### config.mk
export PLATFORM = sky130hd
export DESIGN_NAME = omc_mode_ctrl
export DESIGN_NICKNAME = d
export VERILOG_FILES = /design/src/rtl/omc_mode_ctrl.v
export VERILOG_INCLUDE_DIRS = /design/src /design/src/rtl
export SDC_FILE = /design/constraint.sdc
export NUM_CORES = 1
export LEC_CHECK = 0
export BUFFER_PORTS_ARGS = -buffer_cell sky130_fd_sc_hd__buf_2
export CORE_MARGIN = 3
export CORE_UTILIZATION = 45
export CTS_CLUSTER_DIAMETER = 200
export DETAILED_ROUTE_END_ITERATION = 7
export PLACE_DENSITY = 0.74
export SLEW_MARGIN = 15
export SYNTH_ARGS = -nofsm -noshare
export SYNTH_HDL_FRONTEND = slang
export SYNTH_SLANG_ARGS = --single-unit
### constraint.sdc
create_clock -name clk_sys_i -period 2.1 [get_ports clk_sys_i]
set_input_delay 0.42 -clock clk_sys_i [delete_from_list [all_inputs] [get_ports clk_sys_i]]
set_output_delay 0.42 -clock clk_sys_i [all_outputs]
set_load 0.02 [all_outputs]
### src/rtl/omc_regs.vh
// Mode codes, channel layout and reset values for the operation mode controller.
`ifndef OMC_REGS_VH
`define OMC_REGS_VH
`define OMC_NCH 8
`define OMC_NIN 2
`define OMC_MODE_SLEEP 2'h0
`define OMC_MODE_LIMP 2'h1
`define OMC_MODE_IDLE 2'h2
`define OMC_MODE_ACTIVE 2'h3
`define OMC_ST_SLEEP 4'h1
`define OMC_ST_IDLE 4'h2
`define OMC_ST_ACTIVE 4'h4
`define OMC_ST_LIMP 4'h8
`define OMC_LIMP_CH_MASK 8'h0c
`define OMC_MAP_A_RST 8'h04
`define OMC_MAP_B_RST 8'h08
`define OMC_OUT_RST 8'h00
`endif

### src/rtl/omc_mode_ctrl.v
// Operation mode and register reset controller for a relay and load driver.
//
// Overview of operation
// - Sleep: outputs off, registers held at reset.
// - Idle: outputs off, no diagnosis, registers usable.
// - Idle keeps latched channel error bits except in logic undervoltage.
// - Active when idle pin high and input/out bit.
// - Without stay-active, Active returns Idle when quiet.
// - Stay-active bit holds Active mode.
// - Logic undervoltage, inputs low: Active goes Idle.
// - Any high input enters Active regardless mapping.
// - Idle pin low, input high: Limp Home.
// - Limp Home ignores register writes.
// - Limp entry sets both supply flags, mode 01.
// - First command in Limp flags transmission error.
// - Limp: open-load flags zero, status and error bits still live.
// - Limp drives only channels 2 and 3.
// - Registers reset on logic UV, idle low, soft reset.
// - Soft reset keeps errors, clears supply flags.
// - Register reset: channels off unless input high.
// - Analog undervoltage sets supply undervoltage flag.
// - Supply flag clears after diagnosis readout once good.
// - Power-on needs supply good plus input or idle.
// - Logic low flag follows low range, clears on readout.
`timescale 1ns/1ns
`include "omc_regs.vh"

module omc_mode_ctrl (
    input wire clk_sys_i,
    input wire srst_i,
    input wire idle_pin_i,
    input wire [`OMC_NIN-1:0] direct_input_pins_i,
    input wire vs_uv_i,
    input wire vs_op_i,
    input wire vdd_uv_i,
    input wire vdd_lop_i,
    input wire reg_wr_i,
    input wire [`OMC_NCH-1:0] wr_output_on_bits_i,
    input wire wr_stay_active_bit_i,
    input wire wr_soft_reset_bit_i,
    input wire [`OMC_NCH-1:0] wr_input_mapping_a_i,
    input wire [`OMC_NCH-1:0] wr_input_mapping_b_i,
    input wire spi_cmd_i,
    input wire diag_readout_i,
    input wire [`OMC_NCH-1:0] channel_error_set_i,
    input wire [`OMC_NCH-1:0] channel_error_clr_i,
    input wire open_load_on_i,
    input wire open_load_off_i,
    input wire [`OMC_NCH-1:0] output_status_i,
    output reg [1:0] mode_o,
    output reg power_on_o,
    output reg diag_enable_o,
    output reg spi_access_o,
    output reg [`OMC_NCH-1:0] channel_on_o,
    output reg [`OMC_NCH-1:0] output_on_bits_o,
    output reg stay_active_bit_o,
    output reg [`OMC_NCH-1:0] input_mapping_a_o,
    output reg [`OMC_NCH-1:0] input_mapping_b_o,
    output reg supply_undervoltage_flag_o,
    output reg logic_supply_low_flag_o,
    output reg transmission_error_flag_o,
    output reg open_load_on_flag_o,
    output reg open_load_off_flag_o,
    output reg [`OMC_NCH-1:0] channel_error_latches_o,
    output reg [`OMC_NCH-1:0] output_status_monitor_bits_o
);

    // Pin inputs pass three flops; a change counts once stages two and three agree.
    reg [2:0] idle_sync_r;
    reg [2:0] in0_sync_r;
    reg [2:0] in1_sync_r;
    reg [2:0] vsuv_sync_r;
    reg [2:0] vsop_sync_r;
    reg [2:0] vdduv_sync_r;
    reg [2:0] vddlop_sync_r;
    reg idle_r;
    reg [`OMC_NIN-1:0] in_r;
    reg vs_uv_r;
    reg vs_op_r;
    reg vdd_uv_r;
    reg vdd_lop_r;
    reg [3:0] state_r;
    reg [3:0] state_nxt;
    reg limp_first_r;

    function filt;
        input [2:0] s;
        input cur;
        begin
            filt = (s[1] == s[2]) ? s[2] : cur;
        end
    endfunction

    // Channels selected by the direct inputs through two mapping words.
    function [`OMC_NCH-1:0] chan_map;
        input [`OMC_NIN-1:0] pins;
        input [`OMC_NCH-1:0] map_a;
        input [`OMC_NCH-1:0] map_b;
        begin
            chan_map = (pins[0] ? map_a : `OMC_OUT_RST) | (pins[1] ? map_b : `OMC_OUT_RST);
        end
    endfunction

    // Mode field code for a one-hot state.
    function [1:0] mode_code;
        input [3:0] st;
        begin
            case (st)
                `OMC_ST_LIMP: mode_code = `OMC_MODE_LIMP;
                `OMC_ST_IDLE: mode_code = `OMC_MODE_IDLE;
                `OMC_ST_ACTIVE: mode_code = `OMC_MODE_ACTIVE;
                default: mode_code = `OMC_MODE_SLEEP;
            endcase
        end
    endfunction

    always @(posedge clk_sys_i) begin
        if (srst_i) begin
            idle_sync_r <= 3'h0;
            in0_sync_r <= 3'h0;
            in1_sync_r <= 3'h0;
            vsuv_sync_r <= 3'h0;
            vsop_sync_r <= 3'h0;
            vdduv_sync_r <= 3'h0;
            vddlop_sync_r <= 3'h0;
        end else begin
            idle_sync_r <= {idle_sync_r[1:0], idle_pin_i};
            in0_sync_r <= {in0_sync_r[1:0], direct_input_pins_i[0]};
            in1_sync_r <= {in1_sync_r[1:0], direct_input_pins_i[1]};
            vsuv_sync_r <= {vsuv_sync_r[1:0], vs_uv_i};
            vsop_sync_r <= {vsop_sync_r[1:0], vs_op_i};
            vdduv_sync_r <= {vdduv_sync_r[1:0], vdd_uv_i};
            vddlop_sync_r <= {vddlop_sync_r[1:0], vdd_lop_i};
        end
    end

    // Filtered levels only move once the last two stages agree.
    // They reset low, so a pin already high after reset is seen as a fresh change.
    always @(posedge clk_sys_i) begin
        if (srst_i) begin
            idle_r <= 1'b0;
            in_r <= {`OMC_NIN{1'b0}};
            vs_uv_r <= 1'b0;
            vs_op_r <= 1'b0;
            vdd_uv_r <= 1'b0;
            vdd_lop_r <= 1'b0;
        end else begin
            idle_r <= filt(idle_sync_r, idle_r);
            in_r <= {filt(in1_sync_r, in_r[1]), filt(in0_sync_r, in_r[0])};
            vs_uv_r <= filt(vsuv_sync_r, vs_uv_r);
            vs_op_r <= filt(vsop_sync_r, vs_op_r);
            vdd_uv_r <= filt(vdduv_sync_r, vdd_uv_r);
            vdd_lop_r <= filt(vddlop_sync_r, vdd_lop_r);
        end
    end

    wire any_in = |in_r;
    wire any_out = |output_on_bits_o;
    // Register reset: logic supply missing, idle pin low, or soft reset command.
    wire soft_rst = reg_wr_i && wr_soft_reset_bit_i && (state_r != `OMC_ST_LIMP)
        && (state_r != `OMC_ST_SLEEP);
    wire hard_rst = vdd_uv_r || !idle_r || (state_r == `OMC_ST_SLEEP);
    wire wr_ok = reg_wr_i && !wr_soft_reset_bit_i && !hard_rst
        && (state_r != `OMC_ST_LIMP);
    // Channel each input drives, from the current mapping.
    wire [`OMC_NCH-1:0] in_map = chan_map(in_r, input_mapping_a_o, input_mapping_b_o);
    // Limp Home ignores the programmed mapping and may only reach channels 2 and 3.
    wire [`OMC_NCH-1:0] limp_map = chan_map(in_r, `OMC_MAP_A_RST, `OMC_MAP_B_RST)
        & `OMC_LIMP_CH_MASK;
    // The cycle in which the state machine steps into Limp Home.
    wire limp_entry = (state_nxt == `OMC_ST_LIMP) && (state_r != `OMC_ST_LIMP);

    always @* begin
        state_nxt = state_r;
        case (state_r)
            `OMC_ST_SLEEP: begin
                if (idle_r && (any_in || any_out))
                    state_nxt = `OMC_ST_ACTIVE;
                else if (idle_r)
                    state_nxt = `OMC_ST_IDLE;
                else if (any_in)
                    state_nxt = `OMC_ST_LIMP;
            end
            `OMC_ST_IDLE: begin
                if (!idle_r && any_in)
                    state_nxt = `OMC_ST_LIMP;
                else if (!idle_r)
                    state_nxt = `OMC_ST_SLEEP;
                else if (any_in || any_out || stay_active_bit_o)
                    state_nxt = `OMC_ST_ACTIVE;
            end
            `OMC_ST_ACTIVE: begin
                if (!idle_r && any_in)
                    state_nxt = `OMC_ST_LIMP;
                else if (!idle_r)
                    state_nxt = `OMC_ST_SLEEP;
                else if (vdd_uv_r && !any_in)
                    state_nxt = `OMC_ST_IDLE;
                else if (!stay_active_bit_o && !any_in && !any_out)
                    state_nxt = `OMC_ST_IDLE;
            end
            `OMC_ST_LIMP: begin
                if (idle_r)
                    state_nxt = (any_in || any_out) ? `OMC_ST_ACTIVE : `OMC_ST_IDLE;
                else if (!any_in)
                    state_nxt = `OMC_ST_SLEEP;
            end
            default: state_nxt = `OMC_ST_SLEEP;
        endcase
    end

    always @(posedge clk_sys_i) begin
        if (srst_i) begin
            state_r <= `OMC_ST_SLEEP;
            mode_o <= `OMC_MODE_SLEEP;
            power_on_o <= 1'b0;
            diag_enable_o <= 1'b0;
            spi_access_o <= 1'b0;
            output_status_monitor_bits_o <= `OMC_OUT_RST;
        end else begin
            state_r <= state_nxt;
            // Power-on needs an operative analog supply or a logic supply above its low range.
            power_on_o <= (vs_op_r || (!vdd_lop_r && !vdd_uv_r)) && (any_in || idle_r);
            mode_o <= mode_code(state_nxt);
            diag_enable_o <= (state_nxt == `OMC_ST_ACTIVE);
            spi_access_o <= !vdd_uv_r && ((state_nxt == `OMC_ST_IDLE)
                || (state_nxt == `OMC_ST_ACTIVE) || (state_nxt == `OMC_ST_LIMP));
            output_status_monitor_bits_o <= (state_nxt == `OMC_ST_SLEEP)
                ? `OMC_OUT_RST : output_status_i;
        end
    end

    // Channel outputs per mode; Idle and Sleep hold them all off.
    // Active mixes the programmed bits with the mapped inputs; analog undervoltage drops the bits.
    always @(posedge clk_sys_i) begin
        if (srst_i) begin
            channel_on_o <= `OMC_OUT_RST;
        end else begin
            case (state_nxt)
                `OMC_ST_ACTIVE: channel_on_o <= (vs_uv_r ? `OMC_OUT_RST
                    : output_on_bits_o) | in_map;
                `OMC_ST_LIMP: channel_on_o <= limp_map;
                default: channel_on_o <= `OMC_OUT_RST;
            endcase
        end
    end

    // Configuration registers; any register reset or Limp Home restores defaults.
    // Writes refused in Limp Home, Sleep or a register reset leave no trace.
    always @(posedge clk_sys_i) begin
        if (srst_i) begin
            output_on_bits_o <= `OMC_OUT_RST;
            stay_active_bit_o <= 1'b0;
            input_mapping_a_o <= `OMC_MAP_A_RST;
            input_mapping_b_o <= `OMC_MAP_B_RST;
        end else begin
            if (hard_rst || soft_rst || state_r == `OMC_ST_LIMP) begin
                output_on_bits_o <= `OMC_OUT_RST;
                stay_active_bit_o <= 1'b0;
                input_mapping_a_o <= `OMC_MAP_A_RST;
                input_mapping_b_o <= `OMC_MAP_B_RST;
            end else if (wr_ok) begin
                output_on_bits_o <= wr_output_on_bits_i;
                stay_active_bit_o <= wr_stay_active_bit_i;
                input_mapping_a_o <= wr_input_mapping_a_i;
                input_mapping_b_o <= wr_input_mapping_b_i;
            end
        end
    end

    // Error latches: set wins over clear; soft reset keeps them, Sleep or logic undervoltage resets them.
    always @(posedge clk_sys_i) begin
        if (srst_i) begin
            channel_error_latches_o <= `OMC_OUT_RST;
        end else begin
            if (state_r == `OMC_ST_SLEEP || vdd_uv_r)
                channel_error_latches_o <= `OMC_OUT_RST;
            else
                channel_error_latches_o <= channel_error_set_i | (channel_error_latches_o
                    & ~(wr_ok ? channel_error_clr_i : `OMC_OUT_RST));
        end
    end

    // Open-load flags only live in Active.
    always @(posedge clk_sys_i) begin
        if (srst_i) begin
            open_load_on_flag_o <= 1'b0;
            open_load_off_flag_o <= 1'b0;
        end else begin
            if (state_nxt != `OMC_ST_ACTIVE) begin
                open_load_on_flag_o <= 1'b0;
                open_load_off_flag_o <= 1'b0;
            end else begin
                open_load_on_flag_o <= open_load_on_i;
                open_load_off_flag_o <= open_load_off_i;
            end
        end
    end

    // Supply flags: set wins over clear.
    // Limp entry forces both up; otherwise a readout clears them once the supply is good.
    always @(posedge clk_sys_i) begin
        if (srst_i) begin
            supply_undervoltage_flag_o <= 1'b0;
            logic_supply_low_flag_o <= 1'b0;
        end else begin
            if (state_nxt == `OMC_ST_SLEEP) begin
                supply_undervoltage_flag_o <= 1'b0;
                logic_supply_low_flag_o <= 1'b0;
            end else if (limp_entry) begin
                supply_undervoltage_flag_o <= 1'b1;
                logic_supply_low_flag_o <= 1'b1;
            end else begin
                if (vs_uv_r)
                    supply_undervoltage_flag_o <= 1'b1;
                else if (soft_rst || (diag_readout_i && vs_op_r))
                    supply_undervoltage_flag_o <= 1'b0;
                if (vdd_lop_r)
                    logic_supply_low_flag_o <= 1'b1;
                else if (soft_rst || diag_readout_i)
                    logic_supply_low_flag_o <= 1'b0;
            end
        end
    end

    // First command after Limp entry reports a transmission error.
    // Later commands read the flag as normal again.
    always @(posedge clk_sys_i) begin
        if (srst_i) begin
            limp_first_r <= 1'b0;
            transmission_error_flag_o <= 1'b0;
        end else begin
            if (limp_entry)
                limp_first_r <= 1'b1;
            else if (spi_cmd_i || state_nxt != `OMC_ST_LIMP)
                limp_first_r <= 1'b0;
            if (state_nxt == `OMC_ST_SLEEP)
                transmission_error_flag_o <= 1'b0;
            else if (spi_cmd_i)
                transmission_error_flag_o <= limp_first_r;
        end
    end

endmodule

==> flow_metrics.tcl <==
set metrics [dict create \
    overflow 0 \
    status "completed" \
    avgSynthCellArea_um2 9.13 \
    holdCritPathClass "input pin to register" \
    syn2layout_area_growth_pct 27.7 \
    crit_path_start_kind "register" \
    leakage_nw 1.86 \
    final_nets 546 \
    grt_pass1_wl_mm 12.7 \
    dpl_cell_area_um2 3990 \
    clk_latency_ns 0.35 \
    vias_per_cell 5.01 \
    cp.arrival_ns 2.08 \
    syn-num-nets 424 \
    dr.pass1.iters 7 \
    rsz0062_at_grt "no" \
    dp_hpwl_mm 5.79 \
    crit_required_ns 2.32 \
    dieWidth_um 91.5 \
    dieHeight_um 91.5 \
    dp.cells 567 \
    cp_max_fo 11 \
    cts_made_buffers 9 \
    finish.instance_area_um2 4200 \
    drt_iter0_markers 214 \
    finalHoldViolCount 0 \
    cts.clk_slew.worst_paths_ns 0.08 \
    tns_ns 0 \
    routedWlPerCell_um 13.7 \
    drive_above_1_share_pct 34.3 \
    ys_ff_latch 92 \
    drc 0 \
    drtAntennaViolNets 0 \
    synth_cells 360 \
    hold_buffers 0 \
    fmax_mhz 536 \
    vias 2920 \
    cts_root_buf "clkbuf_8" \
    fin_crit_ns 1.86 \
    synthArstFlopShare_pct 0 \
    ys_warn_count 0 \
    final_util_pct 60.4 \
    cp-end-kind "register" \
    p_per_area_nw_per_um2 728 \
    finClkSkew_ns 0.00852 \
    setup_violations 0 \
    num_rows 30 \
    fin_cells 583 \
    worstMarginPinSlew_ns 0.604 \
    fin_crit_sh_pct 88.8 \
    n_antenna_cell 0 \
    crit_type "register to register" \
    clockBufferDepth 2 \
    grt_pass1_vias 2676 \
    maxCapViolations 0 \
    yosysUniqueCellTypes 43 \
    fill_cells 622 \
    ys_seq_area_share_pct 56.1 \
    cts_tree "done" \
    cts_sinks 92 \
    port_buffers 122 \
    post_cts_buffers 0 \
    cts_resized 0 \
    coreArea_um2 6940 \
    globalplace.congestion 0.929 \
    synth_edf_count 0 \
    ys.flop_type "dfxtp_1" \
    initial_core_util_pct 47.3 \
    drt_wl_total_mm 7.96 \
    grt_use_total_pct 19.0 \
    grt_max_degree 30 \
    slew_headroom_pct 59.7 \
    grt_antenna_before_repair 0 \
    syn-cell-area_um2 3290 \
    peakVddDrop_mv 0.340 \
    ioPinCount 123 \
    die_area_um2 8360 \
    drv_slew 0 \
    htreeDepth 3 \
]
[layout make-up]
cell class | count | area (um^2) | area share [%]
flip-flops and latches | 92 | 1840 | 43.9
multi-input cells | 228 | 1270 | 30.3
repair buffers | 133 | 693 | 16.5
clock buffers | 12 | 155 | 3.70
well taps | 96 | 120 | 2.86
inverters | 18 | 67.6 | 1.61
clock inverters | 4 | 47.5 | 1.13
[critical path, cell delays in order, from the launching register on]
cell      delay (ns)
dfxtp_1         0.49
and2b_1         0.25
o21bai_1        0.17
a31o_1          0.27
o21ai_4         0.43
o21ai_1         0.13
[metal layers]
metal  vias to the layer above  GRT usage (%)  wire [um]  part of all wire, %
met3                        10           4.31        575                  7.2
met5                         -              0          0                    0
li1                       1464              -          -                    -
met4                         0           8.92        122                  1.5
met2                       110           32.1       3990                   50
met1                      1336           22.8       3270                   41
[cell families (layout without fill, tap and decap cells)]
group	count (synthesis)	count (layout)	synth area share [%]
AO/OA/AOI/OAI	89	89	16.9
buffers and inverters	40	167	5.48
XOR/XNOR	3	3	0.800
AND/OR/NAND/NOR	135	135	20.4
multiplexers	1	1	0.305
flip-flops	92	92	56.1
[report_power, final]
group	switching [mW]	internal [mW]
clock	0.573	0.612
combinational	0.0438	0.0588
sequential	0.00686	1.76
[sequential cells by signal, summed over array words and instances, names as in the netlist, 2 cells and up]
name / count
channel_on_o: 8
vsop_sync_r: 3
input_mapping_a_o: 8
mode_o: 2
in0_sync_r: 3
channel_error_latches_o: 8
vsuv_sync_r: 3
state_r: 4
output_status_monitor_bits_o: 8
in1_sync_r: 3
in_r: 2
idle_sync_r: 3
vdduv_sync_r: 3
vddlop_sync_r: 3
output_on_bits_o: 8
input_mapping_b_o: 8
[cells in the mapped netlist (2+ instances only)]
cell type   n  area (um^2)
o2111ai_1   2         17.5
a31oi_1     9         56.3
a21oi_1    37          185
inv_1      14         52.6
dfxtp_1    92         1840
xor2_1      2         17.5
inv_2       4         15.0
nor3_1      4         20.0
clkbuf_1   13         48.8
nor2_1     12         45.0
and2_1      8         50.1
o21ai_1    11         55.1
o21ai_0     9         45.0
buf_2       6         30.0
nand2_1    65          244
a222oi_1    8         80.1
nor2b_1    22          138
nand3b_1    2         15.0
buf_6       3         33.8
nor4_1      4         25.0
nor2_2      7         43.8
nor3b_1     2         15.0
o22ai_1     2         12.5
a21oi_2     3         26.3
[through the flow]
| step | hold slack [ns] | setup slack, ns | total power, mW |
|---|---|---|---|
| global placement | 0.421 | 0.245 | 1.91 |
| finish | 0.246 | 0.236 | 3.05 |
| CTS | 0.230 | 0.106 | 3.09 |
| global route | 0.245 | 0.0726 | 3.17 |
| floorplan | 0.414 | 0.489 | 1.84 |
| detailed placement | 0.420 | 0.143 | 1.91 |
[worst paths after layout]
| check | start | end | slack (ns) | depth (start not counted) |
|---|---|---|---|---|
| max | state_r[2]$_SDFF_PP0_ | mode_o[0]$_SDFF_PP0_ | 0.24 | 5 |
| max reg2reg | state_r[2]$_SDFF_PP0_ | mode_o[0]$_SDFF_PP0_ | 0.24 | 5 |
| min | channel_error_clr_i[0] | channel_error_latches_o[0]$_SDFF_PP0_ | 0.25 | 2 |
| min reg2reg | vsuv_sync_r[0]$_SDFF_PP0_ | vsuv_sync_r[1]$_SDFF_PP0_ | 0.44 | 1 |
[placed cells by master, fill, tap and decap left out, drive strengths merged, types with 2 or more instances in the layout]
| cell | n |
|---|---|
| a21oi | 40 |
| nor2b | 22 |
| clkbuf | 12 |
| nor2 | 20 |
| o21ai | 21 |
| a222oi | 8 |
| o22ai | 2 |
| dfxtp | 92 |
| nand3b | 2 |
| nor3b | 2 |
| buf | 133 |
| inv | 18 |
| o2111ai | 2 |
| xor2 | 2 |
| and2 | 8 |
| nor3 | 4 |
| a31oi | 9 |
| nor4 | 4 |
| clkinv | 2 |
| nand2 | 65 |
No activity file was read; power rests on OpenSTA's default activity.
